File: src/design/pqci_consts.svh
// Register offsets, reset values and codes of the queue/config interrupt block
`ifndef PQCI_CONSTS_SVH
`define PQCI_CONSTS_SVH

// ****************************************************************
// Register offsets (byte addresses)
// ****************************************************************
`define PQCI_OFS_QSEL   8'h00
`define PQCI_OFS_QVEC   8'h04
`define PQCI_OFS_CVEC   8'h08
`define PQCI_OFS_CAUSE  8'h0c
`define PQCI_OFS_STAT   8'h10

// ****************************************************************
// Field positions
// ****************************************************************
`define PQCI_CAUSE_QUEUE 0
`define PQCI_CAUSE_CFG   1
`define PQCI_STAT_INTX   0
`define PQCI_STAT_MSIX   1
`define PQCI_STAT_SEND   2

// ****************************************************************
// Codes and reset values
// ****************************************************************
`define PQCI_NO_VECTOR  16'hffff
`define PQCI_VEC_MAX    16'h07ff
`define PQCI_QSEL_RST   16'h0000
`define PQCI_CAUSE_RST  2'h0

`endif

File: src/design/pqci_pkg.sv
// Types shared by the queue/config interrupt block
package pqci_pkg;

    typedef logic [15:0] pqci_vec_t;

    typedef enum logic [0:0] {
        PQCI_IDLE = 1'b0,
        PQCI_SEND = 1'b1
    } pqci_send_t;

endpackage

File: src/design/pqci_vec_map.sv
// One event-to-vector mapping register
`include "pqci_consts.svh"

module pqci_vec_map import pqci_pkg::*; #(
    parameter logic [15:0] TABLE_SIZE = `PQCI_VEC_MAX
) (
    input  wire logic      clk,    // Block clock
    input  wire logic      rst_n,  // Synchronous reset, active low
    input  wire logic      ce,     // Clock enable
    input  wire logic      wr,     // Write this mapping
    input  wire pqci_vec_t wdata,  // Requested vector
    output pqci_vec_t      vec     // Vector now mapped
);

    typedef struct packed {
        pqci_vec_t vec;
    } pqci_map_state_t;

    pqci_map_state_t s;
    pqci_map_state_t next_s;

    always_comb begin
        next_s = s;
        if (wr) begin
            // Vectors beyond the table cannot be honoured and read back unmapped
            if (wdata <= TABLE_SIZE && wdata <= `PQCI_VEC_MAX)
                next_s.vec = wdata;
            else
                next_s.vec = `PQCI_NO_VECTOR;
        end
    end

    always_ff @(posedge clk) begin
        if (!rst_n)
            s.vec <= `PQCI_NO_VECTOR;
        else if (ce)
            s <= next_s;
    end

    assign vec = s.vec;

endmodule

File: src/design/pqci_pick.sv
// Lowest-index picker over pending interrupt events
module pqci_pick #(
    parameter int N  = 5,
    parameter int IW = 3
) (
    input  wire logic [N-1:0]  req,    // Pending requests
    output logic               found,  // At least one request
    output logic [IW-1:0]      idx     // Lowest pending index
);

    always_comb begin
        found = 1'b0;
        idx   = '0;
        for (int i = N - 1; i >= 0; i--) begin
            if (req[i]) begin
                found = 1'b1;
                idx   = IW'(i);
            end
        end
    end

endmodule

File: src/design/pqci_top.sv
// Used-buffer and config-change interrupt signalling for a paravirtual PCI function
//
// Decided for this implementation: the address-and-strobe port and the register offsets.
`include "pqci_consts.svh"

// Operation
// - MSI-X off: a queue event sets cause bit 0, then legacy interrupt asserts.
// - MSI-X on: a queue event sends the message at that queue's mapped vector.
// - MSI-X on: a queue mapped to no vector delivers nothing.
// - MSI-X off: a config change sets cause bit 1, then legacy interrupt asserts.
// - MSI-X on: a config change sends the message at the config vector.
// - MSI-X on: config mapped to no vector delivers nothing.
// - One delivery may cover several queues and a config change together.
// - Reading the cause field returns it and clears it to zero.
// - Valid vectors are table entries 0 to 0x7ff; others are unmapped or invalid.
// - Reading a mapping returns the mapped vector or the unmapped code.
// - Reset returns every queue and the config event to unmapped.
// - An unhonourable mapping reads back as the unmapped code.
module pqci_top import pqci_pkg::*; #(
    parameter int          NQ         = 4,
    parameter logic [15:0] TABLE_SIZE = `PQCI_VEC_MAX
) (
    input  wire logic          REF_CLK,    // Block clock, 20 MHz
    input  wire logic          RST_N,      // Synchronous reset, active low
    input  wire logic          CE,         // Clock enable, freezes state when low
    input  wire logic [7:0]    REG_ADDR,   // Register byte address
    input  wire logic [31:0]   REG_WDATA,  // Register write data
    input  wire logic          REG_WR,     // Register write strobe
    input  wire logic          REG_RD,     // Register read strobe
    output logic      [31:0]   REG_RDATA,  // Read data, cycle after the strobe
    input  wire logic          MSIX_EN,    // MSI-X enabled in config space
    input  wire logic [NQ-1:0] QUEUE_EVT,  // Used-buffer notification needed, per queue
    input  wire logic          CFG_EVT,    // Device configuration changed
    input  wire logic          MSIX_ACK,   // Message taken by the PCI core
    output logic               MSIX_REQ,   // Message request
    output logic      [10:0]   MSIX_VEC,   // Table entry of the message
    output logic               INTX_N      // Legacy interrupt, active low
);

    localparam int NE = NQ + 1;
    localparam int IW = $clog2(NE);

    typedef struct packed {
        logic [15:0]   qsel;
        logic [1:0]    cause;
        logic          intx;
        logic [NE-1:0] pend;
        pqci_send_t    fsm;
        pqci_vec_t     vec;
        logic [31:0]   rdata;
    } pqci_state_t;

    pqci_state_t   s;
    pqci_state_t   next_s;
    pqci_vec_t     map_vec [NE];
    logic [NE-1:0] map_wr;
    logic [NE-1:0] mapped;
    logic [NE-1:0] same_vec;
    logic [NE-1:0] evt;
    logic          pick_found;
    logic [IW-1:0] pick_idx;
    pqci_vec_t     sel_vec;

    // ****************************************************************
    // Vector mapping registers, last entry is the config event
    // ****************************************************************
    for (genvar g = 0; g < NE; g++) begin : g_map
        if (g < NQ) begin : g_q
            assign map_wr[g] = REG_WR && REG_ADDR == `PQCI_OFS_QVEC && s.qsel == 16'(g);
        end else begin : g_c
            assign map_wr[g] = REG_WR && REG_ADDR == `PQCI_OFS_CVEC;
        end
        pqci_vec_map #(
            .TABLE_SIZE (TABLE_SIZE)
        ) u_map (
            .clk   (REF_CLK),
            .rst_n (RST_N),
            .ce    (CE),
            .wr    (map_wr[g]),
            .wdata (REG_WDATA[15:0]),
            .vec   (map_vec[g])
        );
        assign mapped[g]   = map_vec[g] != `PQCI_NO_VECTOR;
        assign same_vec[g] = map_vec[g] == s.vec;
    end

    assign evt = {CFG_EVT, QUEUE_EVT};

    pqci_pick #(
        .N  (NE),
        .IW (IW)
    ) u_pick (
        .req   (s.pend & mapped),
        .found (pick_found),
        .idx   (pick_idx)
    );

    // Selected queue's mapping; queues beyond the count read unmapped
    always_comb begin
        sel_vec = `PQCI_NO_VECTOR;
        for (int i = 0; i < NQ; i++) begin
            if (s.qsel == 16'(i))
                sel_vec = map_vec[i];
        end
    end

    // ****************************************************************
    // Next state
    // ****************************************************************
    always_comb begin
        next_s = s;

        if (REG_WR && REG_ADDR == `PQCI_OFS_QSEL)
            next_s.qsel = REG_WDATA[15:0];

        // Read clears the cause field; a cause arriving in the same cycle survives
        if (REG_RD && REG_ADDR == `PQCI_OFS_CAUSE)
            next_s.cause = `PQCI_CAUSE_RST;
        if (!MSIX_EN) begin
            if (|QUEUE_EVT)
                next_s.cause[`PQCI_CAUSE_QUEUE] = 1'b1;
            if (CFG_EVT)
                next_s.cause[`PQCI_CAUSE_CFG] = 1'b1;
        end
        // Legacy line follows the cause field one cycle behind
        next_s.intx = |s.cause;

        case (s.fsm)
            PQCI_IDLE: begin
                if (MSIX_EN && pick_found) begin
                    next_s.vec = map_vec[pick_idx];
                    next_s.fsm = PQCI_SEND;
                end
            end
            PQCI_SEND: begin
                if (!MSIX_EN) begin
                    next_s.fsm = PQCI_IDLE;
                end else if (MSIX_ACK) begin
                    // Every event sharing the sent vector is covered by this message
                    next_s.pend = s.pend & ~same_vec;
                    next_s.fsm  = PQCI_IDLE;
                end
            end
            default: begin
                next_s.fsm = PQCI_IDLE;
            end
        endcase

        // Unmapped events never become pending; new events win over the clear above
        for (int i = 0; i < NE; i++) begin
            if (!MSIX_EN || !mapped[i])
                next_s.pend[i] = 1'b0;
            else if (evt[i])
                next_s.pend[i] = 1'b1;
        end

        next_s.rdata = 32'h0000_0000;
        if (REG_RD) begin
            case (REG_ADDR)
                `PQCI_OFS_QSEL:  next_s.rdata = {16'h0000, s.qsel};
                `PQCI_OFS_QVEC:  next_s.rdata = {16'h0000, sel_vec};
                `PQCI_OFS_CVEC:  next_s.rdata = {16'h0000, map_vec[NQ]};
                `PQCI_OFS_CAUSE: next_s.rdata = {30'h0, s.cause};
                `PQCI_OFS_STAT:  next_s.rdata = {16'(s.pend), 13'h0, s.fsm == PQCI_SEND, MSIX_EN, s.intx};
                default:         next_s.rdata = 32'h0000_0000;
            endcase
        end
    end

    always_ff @(posedge REF_CLK) begin
        if (!RST_N) begin
            s.qsel  <= `PQCI_QSEL_RST;
            s.cause <= `PQCI_CAUSE_RST;
            s.intx  <= 1'b0;
            s.pend  <= '0;
            s.fsm   <= PQCI_IDLE;
            s.vec   <= `PQCI_NO_VECTOR;
            s.rdata <= 32'h0000_0000;
        end else if (CE) begin
            s <= next_s;
        end
    end

    assign REG_RDATA = s.rdata;
    assign MSIX_REQ  = s.fsm == PQCI_SEND && MSIX_EN;
    assign MSIX_VEC  = s.vec[10:0];
    assign INTX_N    = !s.intx;
endmodule

File: config.mk
export PLATFORM = sky130hd
export DESIGN_NAME = pqci_top
export DESIGN_NICKNAME = d
export VERILOG_FILES = /design/src/design/pqci_pkg.sv /design/src/design/pqci_vec_map.sv /design/src/design/pqci_pick.sv /design/src/design/pqci_top.sv
export VERILOG_INCLUDE_DIRS = /design/src /design/src/design
export SDC_FILE = /design/constraint.sdc
export NUM_CORES = 1
export LEC_CHECK = 0
export BUFFER_PORTS_ARGS = -buffer_cell sky130_fd_sc_hd__buf_2
export CORE_MARGIN = 4
export CORE_UTILIZATION = 55
export DETAILED_ROUTE_END_ITERATION = 6
export PLACE_DENSITY = 0.87
export SKIP_CTS_REPAIR_TIMING = 1
export SLEW_MARGIN = 30
export SYNTH_ARGS = -nofsm -noshare
export SYNTH_HDL_FRONTEND = slang
export SYNTH_SLANG_ARGS = --single-unit
File: constraint.sdc
create_clock -name REF_CLK -period 2.85 [get_ports REF_CLK]
set_input_delay 0.285 -clock REF_CLK [delete_from_list [all_inputs] [get_ports REF_CLK]]
set_output_delay 0.285 -clock REF_CLK [all_outputs]
set_load 0.005 [all_outputs]
======== Word-level counts from Yosys, hierarchy flattened ========
Cells that the tools add are included.
cells by class
  magnitude comparators ................... 2
  equality and inequality tests ........... 17
  muxes and demuxes ....................... 40
  bitwise logic cells ..................... 5
  reduce and logical (&&, ||, !) cells .... 53
operators by type and width
  cell                    number
  $mux W16                7
  $pmux W21 S5            1
  $eq A16 B16 Y1          5
  $ne A16 B16 Y1 const B  5
  $bmux W16 S3            1
  $reduce_bool A3 Y1      15
  $eq A16 B2 Y1 const B   2
  $mux W21                1
  $reduce_and A4 Y1       5
  $mux W1                 18
  $mux W17                1
  $eq A16 B1 Y1 const B   1
  $eq A8 B4 Y1 const B    2
  $le A16 B11 Y1 const B  1
  $logic_not A16 Y1       1
  $mux W3                 5
  $reduce_and A2 Y1       6
  $and A5 B5 Y5           2
  $logic_and A1 B1 Y1     10
  $mux W5                 2
  $eq A8 B3 Y1 const B    1
  $eq A8 B5 Y1 const B    1
  $logic_not A8 Y1        1
  $logic_not A1 Y1        7
  other kinds (11)        16
storage, ports and cells
  bits in registers ....................... 153
  bits of input ports ..................... 52
  output and inout bits ................... 45
  word-level logic and storage cells ...... 133

======== Longest topological paths before layout ========
Gate-level depths: netlist of run 1.
  depth in word-level cells ............... 13
  gate-level depth with buffers ........... 9

======== Modules after synthesis ========
A second synthesis of run 1 with hierarchy kept.
second synthesis, totals
  cell total of the unflattened synthesis .. 867
  area, all modules ....................... 8080.2 µm²
modules (own cells, without submodules)
  module        instances  cells each  area each (µm²)  sequential area each (µm²)
  pqci_top      1          629         5347.6           1241.2
  pqci_vec_map  5          46          536.8            320.3
  pqci_pick     1          8           48.8             0.0

======== Worst setup path before layout of run 1 ========
OpenSTA, ideal clock, no wires.
  path type ............................... input -> register
  from .................................... input REG_ADDR[5]
  to ...................................... register g_map[0].u_map.vec[10] (netlist name)
  arrival time ............................ 2.035 ns
  slack ................................... 0.684 ns
  stages on the path ...................... 8
  path buffers ............................ 3
  cells stage by stage .................... or4_4 > buf_6 > nor4_2 > buf_2 > nand4b_2 > buf_2 > nor4_1 > o21ai_1
between the ends
  cells in the longest elaborated chain, start to end .. 4
ends and longest elaborated chain
  what                                  line            source
  from (decl)                           pqci_top.sv:26  input wire logic [7:0] REG_ADDR,
  $eq A8 B3 Y1                          --
  $logic_and A1 B1 Y1 (no source line)  --
  $logic_and A1 B1 Y1                   pqci_top.sv:69  assign map_wr[g] = REG_WR && REG_ADDR == `PQCI_OFS_QVEC && s.qsel == 16'(g);
  $reduce_and A2 Y1 (no source line)    --
Every way passes these cells.
A chain may end at the register's enable or synchronous reset.

======== Final worst setup path of run 1 ========
  from .................................... register g_map[1].u_map.vec[3] (netlist name)
  to ...................................... register s[45] (netlist bit)
between the ends
  cells in the longest elaborated chain, start to end .. 8
  elaborated cells on any way between the ends .. 12
ends and longest elaborated chain
  what                                          line             source
  $ne A16 B16 Y1 (no source line) (*)           --
  $and A5 B5 Y5 (*)                             pqci_top.sv:93   .req (s.pend & mapped),
  $mux W3 (2 in series)                         pqci_pick.sv:15  if (req[i]) begin
  $not A3 Y4 (not written as such)              pqci_top.sv:131  next_s.vec = map_vec[pick_idx];
  $bmux W16 S3                                  pqci_top.sv:131
  $mux W16 (not written as such) (2 in series)  pqci_top.sv:131
  to (signal assigned)                          pqci_top.sv:180  s <= next_s;
  to (decl)                                     pqci_top.sv:53   pqci_state_t s;
Every way passes the cells marked *; elsewhere a longest branch is shown, timed or not. The select of a mux whose other input is x is not followed.

==> metrics, run 1 <==
post-synth top area cell=dfxtp_1; cells on worst reg2reg path=6; DP Wirelength=between 20,000 and 25,000 um; IO buf count=69; Crit Path Class=reg2reg; Crit. Startpoint=g_map[1].u_map.vec[3]; Fmax=just over 400 MHz; Crit path max-delay family=simple AND/OR/NAND/NOR gates; synth warn=0; status=finished, final reports clean; total track usage=a little under a third; Die Wd=132 um; VDD IR max=about 0.00036 V; WP buf/inv=1; fraction of synthesized area in multiplexers=under 10%; asr flop ratio synth=0%; number of max-cap violations=0; TNS Setup=0 ns; Post-DP Area=8830 um^2; Via-to-Cell Ratio=6.92; Post-Layout Inst Area=9380 um^2; fin crit share=between 80% and 90%; Placed Cells=between 1,000 and 1,500; simple-gate share of the synthesized area=between 10% and 20%; Critical Path Stages=6; # DRC=0; Post-Layout Cell Count=1,234; GR Overflow Total=0; clk_lat worst skew=0.44 ns; Reg clk slew, reported paths=0.07 ns; slack of the worst reg-to-reg path=around 0.38 ns; worst slew pin tran=0.697 ns; number of synthesized flops with an enable pin=0; clk sink count=roughly 140; worst path cell trace=nand4_1 -> o41a_1 -> nor4b_4 -> buf_4 -> a31oi_1 -> o211ai_1; Pwr Density=approximately 460 nW/um^2; DIE AREA=between 15,000 and 20,000 um^2; TritonCTS clock tree=built; Antenna Nets Post-Route=0; Netlist cell types=54; Post-synth top cells=dfxtp_1 (142), a21oi_1 (91), nand2_1 (90); routability-driven placement congestion ratio=roughly 1.1; num rows=between 40 and 50; Worst Path Arrival=around 2.8 ns; post-synthesis sequential area ratio=between 30% and 40%; final-report setup violation count=0; Antenna Cells=0; vias in the first global route=7,570; XOR/XNOR share of the synthesized area=under 10%; largest net degree at the start of global routing=between 50 and 60; Max Transition Viols Final=0; area delta synth->final=10.8%; Adder-Cell Fraction of Synth Area=0%; worst reg2reg startpoint=g_map[1].u_map.vec[3]; Filler Cells Inserted=1,233; final net count=~1,100; Initial DRC Count=1,561; Crit Reg-Reg Endpoint=s[45]; starting density of the core=55.9%; Setup crit end=s[45]; ranking of synthesized cells by area=dfxtp_1 (34%), a21oi_1 (5.4%), xnor2_1 (5.3%); P_leak=between 3 and 4 nW; fin crit period=2.47 ns; RSZ-0062 raised after global routing=false; htree depth=4; Clock Tree Root=clkbuf_16; Hold Vio Cnt, Final=0; HP Class=in2reg; #FFs+latches synth=about 140; Detailed Routing Iterations Pass 1=7; vias post-DR=around 8,500; layout cells sized above 1=18.7%; main combinational cell family by area after synthesis=compound AO/OA/AOI/OAI gates; Worst path slowest cell=nor4b_4; Req. time, crit path=3.20 ns; cell with the most instances after synthesis=dfxtp_1; CP endpoint kind=register; Routed WL=~29,000 um; ys flop type=dfxtp_1; CTS buffer count=17; CP max FO=9; total power=0.00428 W; first-pass GRT wire length=about 44,000 um; compound-cell area share of the yosys netlist=approximately 26%; CORE AREA=around 15,000 um^2; Layout Skew=around 0.013 ns; I/O pin count=97; initial antenna violation count=0; Synth Instances=about 1,000; relative slew slack=a little over half; startpoint types=register; top cell type's share of synthesized area=about a third; Avg Inst Size Synth=approximately 8.3 um^2; CP peak stage delay=between 0.5 and 0.6 ns; WL per Instance=approximately 23 um; Bufs on Longest Clock Path=2; area of the mapped netlist=roughly 8500 um^2; Die Span Y=132 um
-- power breakdown --
group	leakage [nW]	internal, W	switching (W)
clock	0.275	0.00114	0.000957
combinational	2.09	0.0000620	0.000126
sequential	1.15	0.00199	0.00000723
-- per-layer routing --
layer / track usage (%) / share of wire (%) / vias to the layer above
li1: - / - / 3749
met2: 45.0 / 42 / 700
met3: 9.08 / 14 / 136
met4: 18.6 / 6.8 / 0
met5: 0 / 0 / -
met1: 43.4 / 38 / 3960
-- area by class of cell --
type | instances | area (um^2) | area share (%)
multi-input cells | 742 | 4930 | 52.5
inverters | 2 | 7.51 | 0.0800
clock buffers | 17 | 425 | 4.54
repair buffers | 128 | 816 | 8.70
flip-flops and latches | 142 | 2840 | 30.3
clock inverters | 15 | 126 | 1.35
well taps | 188 | 235 | 2.51
-- metrics by stage --
stage	util [%]	worst slack (ns)	hold WS, ns
after floorplan	-	0.684	0.420
after global placement	58.3	0.435	0.444
after detailed placement	58.3	0.401	0.468
after CTS	61.9	0.475	0.0841
after global routing	61.9	0.281	0.0910
final	61.9	0.382	0.0885
-- flip-flops by register name, indices dropped and copies added (netlist names) --
name / count
MSIX_VEC: 11
g_map.u_map.vec: 80
REG_RDATA: 21
s: 30
-- layout by cell type (no fill, tap or decap), types with 17 or more instances in the layout --
cell type    n
o211ai_1    28
nor2_1      20
a21oi_1     91
o21ai_0     29
nor2b_1     30
clkbuf_16   17
nand2_1     89
xor2_1      29
dfxtp_1    141
o21a_1      17
o21ai_1     74
buf_2       68
xnor2_1     51
a31oi_1     17
nand3_1     20
buf_4       58
nand4_1     33
nor4_1      52
-- how the worst min path moves through the flow --
| stage | start | endpoint | slack [ns] | cells after the start |
|---|---|---|---|---|
| 3_3_place_gp | s[57] | s[57] | 0.44 | 2 |
| 6_report | REG_WDATA[13] | s[70] | 0.09 | 3 |
| 5_1_grt | REG_WDATA[12] | s[69] | 0.09 | 3 |
| 3_5_place_dp | s[57] | s[57] | 0.47 | 2 |
| 4_1_cts | REG_WDATA[13] | s[70] | 0.08 | 3 |
| 2_1_floorplan | REG_WDATA[2] | s[59] | 0.42 | 2 |
-- cell families (layout without fill, tap and decap cells) --
family                 Yosys count  in the layout
AO/OA/AOI/OAI                  346            346
flip-flops                     142            142
XOR/XNOR                        80             80
multiplexers                    16             16
AND/OR/NAND/NOR                289            289
buffers and inverters          147            162
other                            1             11
-- worst reg2reg max path: stages, from the launching register on --
cell	delay, ns
dfxtp_1	0.52
nand4_1	0.31
o41a_1	0.47
nor4b_4	0.58
buf_4	0.29
a31oi_1	0.11
o211ai_1	0.11
Note: power is estimated with default switching activity, not from simulation.
==> run 2: changes to the inputs <==
--- a/config.mk
+++ b/config.mk
@@ -6,6 +6,7 @@
 export SDC_FILE = /design/constraint.sdc
 export NUM_CORES = 1
 export LEC_CHECK = 0
+export ABC_AREA = 1
 export BUFFER_PORTS_ARGS = -buffer_cell sky130_fd_sc_hd__buf_2
 export CORE_MARGIN = 4
 export CORE_UTILIZATION = 55
==> metrics, run 2 <==
Post-synth top cells=nand2_1 (294), dfxtp_1 (142), nor2_1 (127); number of max-cap violations=0 (unchanged); Clock Tree Root=clkbuf_16; top cell type's share of synthesized area=33.5% (-0.040 points); Routed WL=30,600 um (+6.5%); Via-to-Cell Ratio=5.97 (-14%); vias in the first global route=8,405 (+11%); Crit path max-delay family=simple AND/OR/NAND/NOR gates; layout cells sized above 1=12.3% (-6.4 points); DIE AREA=17,500 um^2 (+0.11%); Largest register FFs=80 (unchanged); Die Span Y=132 um (about the same); relative slew slack=46.2% (-7.3 points); WL per Instance=20.0 um (-14%); CP endpoint kind=register; initial antenna violation count=1 (+1); area delta synth->final=8.89%; asr flop ratio synth=0% (unchanged); # DRC=0 (unchanged); Netlist cell types=36 (-33%); ys flop type=dfxtp_1; slack of the worst reg-to-reg path=0.43 ns (+0.05 ns); largest net degree at the start of global routing=44 (-24%); final net count=1,376 (+27%); VDD IR max=0.000503 V (+41%); num rows=45 (unchanged); RSZ-0062 raised after global routing=false; Req. time, crit path=3.16 ns (-0.04 ns); Post-DP Area=8640 um^2 (-2.1%); worst path cell trace=nor2_1 -> nand2_1 -> nor2_1 -> nand2_1 -> inv_1 -> nand2_1 -> nand3_1 -> o21bai_1 -> nand2_1 -> a21oi_1; HP Class=in2reg; area of the mapped netlist=8470 um^2 (+0.12%); number of synthesized flops with an enable pin=0 (unchanged); Bufs on Longest Clock Path=2 (unchanged); Reg clk slew, reported paths=0.06 ns (about the same); TNS Setup=0 ns (unchanged); post-synthesis sequential area ratio=33.5% (-0.040 points); Die Wd=132 um (about the same); CP max FO=15 (+6); Filler Cells Inserted=1,440 (+17%); worst slew pin tran=0.806 ns (+0.109 ns); Crit path top cell by count=nand2_1; ranking of synthesized cells by area=dfxtp_1 (34%), nand2_1 (13%), nand3_1 (6.9%); most frequent cells in the layout=nand2_1 (294), dfxtp_1 (142), nor2_1 (127); Crit Reg-Reg Endpoint=REG_RDATA[3]; routability-driven placement congestion ratio=1.04 (-6.5%); synth warn=0 (unchanged); Synth Instances=1,313 (+29%); worst hold start=REG_WDATA[13]; commonest non-fill, non-tap cell in the layout=nand2_1; CP peak stage delay=0.63 ns (+0.05 ns); Pwr Density=475 nW/um^2 (+4.1%); starting density of the core=56.0% (+0.066 points); Fmax=414 MHz (+2.1%); Post-Layout Inst Area=9230 um^2 (-1.6%); TritonCTS clock tree=built; clk sink count=142 (unchanged); Avg Inst Size Synth=6.45 um^2 (-22%); Finished Core Util=60.9% (-1.0 points); htree depth=4 (unchanged); P_leak=4.55 nW (+29%); final-report setup violation count=0 (unchanged); Critical Path Stages=10 (+4); worst reg2reg startpoint=s[67]; vias post-DR=9,111 (+6.6%); DP Wirelength=22,300 um (+11%); status=finished, final reports clean; Crit Path Class=reg2reg; CTS buffer count=17 (unchanged); GR Overflow Total=0 (unchanged); first-pass GRT wire length=47,200 um (+7.9%); fin crit share=84.8% (-1.8 points); WP buf/inv=1 (unchanged); I/O pin count=97 (unchanged); Layout Skew=0.00922 ns (-0.00418 ns); Worst Path Arrival=2.73 ns (-0.09 ns); total track usage=34.4% (+2.5 points); Antenna Nets Post-Route=0 (unchanged); Hold Path End=s[70]; register bank with the most flops=g_map.u_map.vec; IO buf count=69 (unchanged); fin crit period=2.42 ns (-0.0506 ns); cells on worst reg2reg path=10 (+4); Hold Vio Cnt, Final=0 (unchanged); hold path depth=3 (unchanged); clk_lat worst skew=0.43 ns (about the same); startpoint types=register; Max Transition Viols Final=0 (unchanged); #FFs+latches synth=142 (unchanged); cell with the most instances after synthesis=nand2_1; Initial DRC Count=1,266 (-19%); Detailed Routing Iterations Pass 1=6 (-1); post-synth top area cell=dfxtp_1; Worst path slowest cell=inv_1; CORE AREA=15,100 um^2 (unchanged)
-- run 2: changes by cell type after synthesis, moves of 20 or more --
cell,previous run,this run
o21ai_1,74,17
clkbuf_1,85,41
nand2_1,90,294
xnor2_1,51,23
nor2b_1,30,0
inv_1,2,117
a21oi_1,91,111
nand3_1,20,117
nor2_1,20,127
nor4_1,52,5
o21ai_0,29,99
-- run 2: layout make-up --
class / instances / area (um^2) / share of cell area (%)
inverter: 136 / 510 / 5.53
multi-input combinational: 932 / 4510 / 48.9
clock buffer: 18 / 439 / 4.76
timing repair buffer: 95 / 541 / 5.86
clock inverter: 14 / 143 / 1.55
sequential: 142 / 2840 / 30.8
antenna: 1 / 2.50 / 0.0271
tap: 188 / 235 / 2.55
-- run 2: kinds of logic (layout without fill, tap and decap cells) --
group | count (synthesis) | after routing | synth area share (%)
AND/OR/NAND/NOR | 603 | 603 | 30.6
other | 1 | 12 | 0.0443
XOR/XNOR | 40 | 40 | 4.13
buffers and inverters | 249 | 263 | 13.6
AO/OA/AOI/OAI | 278 | 278 | 18.0
flip-flops | 142 | 142 | 33.5
-- run 2: worst max path at each step --
stage / from / to
finish: s[67] / REG_RDATA[3]
global route: g_map[3].u_map.vec[4] / MSIX_VEC[10]
CTS: s[67] / REG_RDATA[5]
detailed placement: REG_ADDR[7] / s[62]
global placement: g_map[0].u_map.vec[3] / MSIX_VEC[10]
floorplan: REG_ADDR[7] / s[58]
-- run 2: worst min-delay path: stages --
cell    delay, ns
buf_2        0.09
nor2_1       0.04
nor2_1       0.08
-- run 2: power by group --
part,switching (W),internal (W),total (W)
sequential,0.00000767,0.00199,0.00200
clock,0.000922,0.00131,0.00223
combinational,0.000109,0.0000459,0.000155
-- run 2: through the flow --
stage	cells	power (W)	setup WS [ns]	hold slack [ns]
3_5_place_dp	1493	0.00219	0.641	0.453
6_report	1526	0.00439	0.433	0.0893
3_3_place_gp	1493	0.00219	0.654	0.449
4_1_cts	1525	0.00436	0.530	0.0904
2_1_floorplan	1323	0.00214	1.20	0.420
5_1_grt	1525	0.00449	0.364	0.110
-- run 2: per-layer routing --
metal / up-vias / share of wire [%] / track usage [%]
met2: 606 / 44 / 53.8
met3: 125 / 11 / 7.67
li1: 4268 / - / -
met1: 4112 / 39 / 45.0
met5: - / 0 / 0
met4: 0 / 5.6 / 17.2
==> run 3: changes to the inputs <==
--- a/config.mk
+++ b/config.mk
@@ -6,12 +6,12 @@
 export SDC_FILE = /design/constraint.sdc
 export NUM_CORES = 1
 export LEC_CHECK = 0
-export ABC_AREA = 1
+export ABC_AREA = 0
 export BUFFER_PORTS_ARGS = -buffer_cell sky130_fd_sc_hd__buf_2
 export CORE_MARGIN = 4
-export CORE_UTILIZATION = 55
+export CORE_UTILIZATION = 54
 export DETAILED_ROUTE_END_ITERATION = 6
-export PLACE_DENSITY = 0.87
+export PLACE_DENSITY = 0.89
 export SKIP_CTS_REPAIR_TIMING = 1
 export SLEW_MARGIN = 30
 export SYNTH_ARGS = -nofsm -noshare
==> constraint.sdc (replaced) <==
create_clock -name REF_CLK -period 2 [get_ports REF_CLK]
set_input_delay 0.2 -clock REF_CLK [delete_from_list [all_inputs] [get_ports REF_CLK]]
set_output_delay 0.2 -clock REF_CLK [all_outputs]
set_load 0.005 [all_outputs]
==> metrics, run 3 (synthesis gave the netlist of run 1 again) <==
clk_lat worst skew=0.44 ns (about the same); CP peak stage delay=0.53 ns (-0.10 ns); Crit. Startpoint=g_map[2].u_map.vec[15]; Crit Path Class=reg2reg; Clock Tree Root=clkbuf_16; WL per Instance=24.2 um (+21%); DP Wirelength=24,000 um (+7.6%); Worst path slowest cell=o41a_1; Crit Reg-Reg Endpoint=MSIX_VEC[4]; routability-driven placement congestion ratio=1.09 (+4.8%); worst reg2reg startpoint=g_map[2].u_map.vec[15]; Antenna Cells=0 (-1); initial antenna violation count=1 (unchanged); Filler Cells Inserted=1,224 (-15%); vias in the first global route=8,338 (-0.80%); Post-DP Area=9810 um^2 (+14%); IO buf count=69 (unchanged); starting density of the core=55.5% (-0.48 points); relative slew slack=51.7% (+5.6 points); num rows=45 (unchanged); vias post-DR=9,088 (-0.25%); VDD IR max=0.000577 V (+15%); most frequent cells in the layout=buf_4 (161), dfxtp_1 (125), a21oi_1 (90); worst slew pin tran=0.724 ns (-0.0821 ns); Initial DRC Count=1,555 (+23%); Reg clk slew, reported paths=0.06 ns (about the same); worst hold start=REG_WDATA[13]; P_leak=4.15 nW (-8.8%); GR Overflow Total=0 (unchanged); total track usage=35.7% (+1.3 points); Critical Path Stages=7 (-3); status=finished, violations left; Largest register FFs=80 (unchanged); multi-input logic area=5080 um^2 (+13%); CTS buffer count=17 (unchanged); TNS Setup=-1.75 ns (-1.75 ns); register bank with the most flops=g_map.u_map.vec; CP max FO=8 (-7); Die Span Y=133 um (+0.81%); slack of the worst reg-to-reg path=-0.16 ns (-0.59 ns); Antenna Nets Post-Route=0 (unchanged); DIE AREA=17,700 um^2 (+1.6%); RSZ-0062 raised after global routing=true; # DRC=6 (+6); Worst Path Arrival=2.51 ns (-0.22 ns); commonest non-fill, non-tap cell in the layout=buf_4; HP Class=in2reg; htree depth=4 (unchanged); I/O pin count=97 (unchanged); Reg area=2860 um^2 (+0.75%); Crit path max-delay family=compound AO/OA/AOI/OAI gates; fin crit period=2.16 ns (-0.257 ns); Req. time, crit path=2.35 ns (-0.81 ns); CORE AREA=15,300 um^2 (+0.74%); first-pass GRT wire length=48,900 um (+3.7%); CP endpoint kind=register; largest net degree at the start of global routing=57 (+30%); number of max-cap violations=0 (unchanged); clk sink count=142 (unchanged); TritonCTS clock tree=built; Setup crit end=MSIX_VEC[4]; Final Worst Setup Slack=-0.160 ns (-0.593 ns); cells on worst reg2reg path=7 (-3); WP buf/inv=2 (+1); startpoint types=register; Max Transition Viols Final=0 (unchanged); Die Wd=133 um (+0.81%); total power=0.00625 W (+42%); final-report setup violation count=17 (+17); area delta synth->final=25.2%; Pwr Density=590 nW/um^2 (+24%); final net count=1,201 (-13%); Detailed Routing Iterations Pass 1=7 (+1); Bufs on Longest Clock Path=2 (unchanged); Placed Cells=1,335 (-11%); Layout Skew=0.0112 ns (+0.00203 ns); Hold Vio Cnt, Final=0 (unchanged); Finished Core Util=69.5% (+8.5 points); Post-Layout Inst Area=10,600 um^2 (+15%); worst path cell trace=nand4_1 -> o41a_1 -> buf_6 -> nor4b_4 -> buf_4 -> a31oi_1 -> o211ai_1; Routed WL=33,200 um (+8.7%); fin crit share=108% (+23 points); layout cells sized above 1=29.3% (+17 points); failing checks=design-rule violations, negative setup slack; Post-Layout Cell Count=1,373 (-10%); Fmax=463 MHz (+12%); Via-to-Cell Ratio=6.62 (+11%)
==> run 3: changes by cell type in the layout (fill, tap and decap cells not counted), sizes merged, moves of 20 or more <==
cell,delta
a21oi,-20
buf,+148
inv,-128
nand2,-206
nand3,-97
nor2,-115
nor2b,+30
nor4,+50
xnor2,+28
==> run 3: tightest hold or removal path, cell delays in order <==
cell and delay (ns):
buf_2 0.11, nand2_1 0.05, a21boi_1 0.05
==> run 3: power breakdown <==
part / internal [W] / switching (W)
clock: 0.00174 / 0.00137
sequential: 0.00284 / 0.0000104
combinational: 0.000100 / 0.000190
==> run 3: worst min-delay path by stage <==
stage / to / slack [ns] / cells past startpoint
2_1_floorplan: s[59] / 0.33 / 2
3_3_place_gp: s[69] / 0.45 / 3
3_5_place_dp: s[71] / 0.46 / 3
4_1_cts: s[70] / 0.007 / 3
5_1_grt: s[70] / 0.02 / 3
6_report: s[70] / 0.01 / 3
==> run 3: routing by layer <==
| metal | GRT usage (%) | wire length (um) |
|---|---|---|
| met1 | 49.4 | 12600 |
| met2 | 52.0 | 14200 |
| met3 | 8.87 | 4540 |
| met4 | 17.4 | 1820 |
| met5 | 0 | 7 |
==> run 3: area by class of cell <==
cell class                 count  share of cell area (%)
tap                          211                    2.49
clock inverter                13                    1.22
sequential                   142                    27.0
inverter                       2                  0.0708
clock buffer                  19                    4.08
multi-input combinational    742                    48.0
timing repair buffer         244                    17.2
==> run 3: through the flow <==
step,hold WS (ns),setup WS [ns]
finish,0.0139,-0.160
global route,0.0246,-0.177
CTS,0.00715,-0.151
detailed placement,0.462,-0.217
global placement,0.453,-0.126
floorplan,0.335,-0.0507
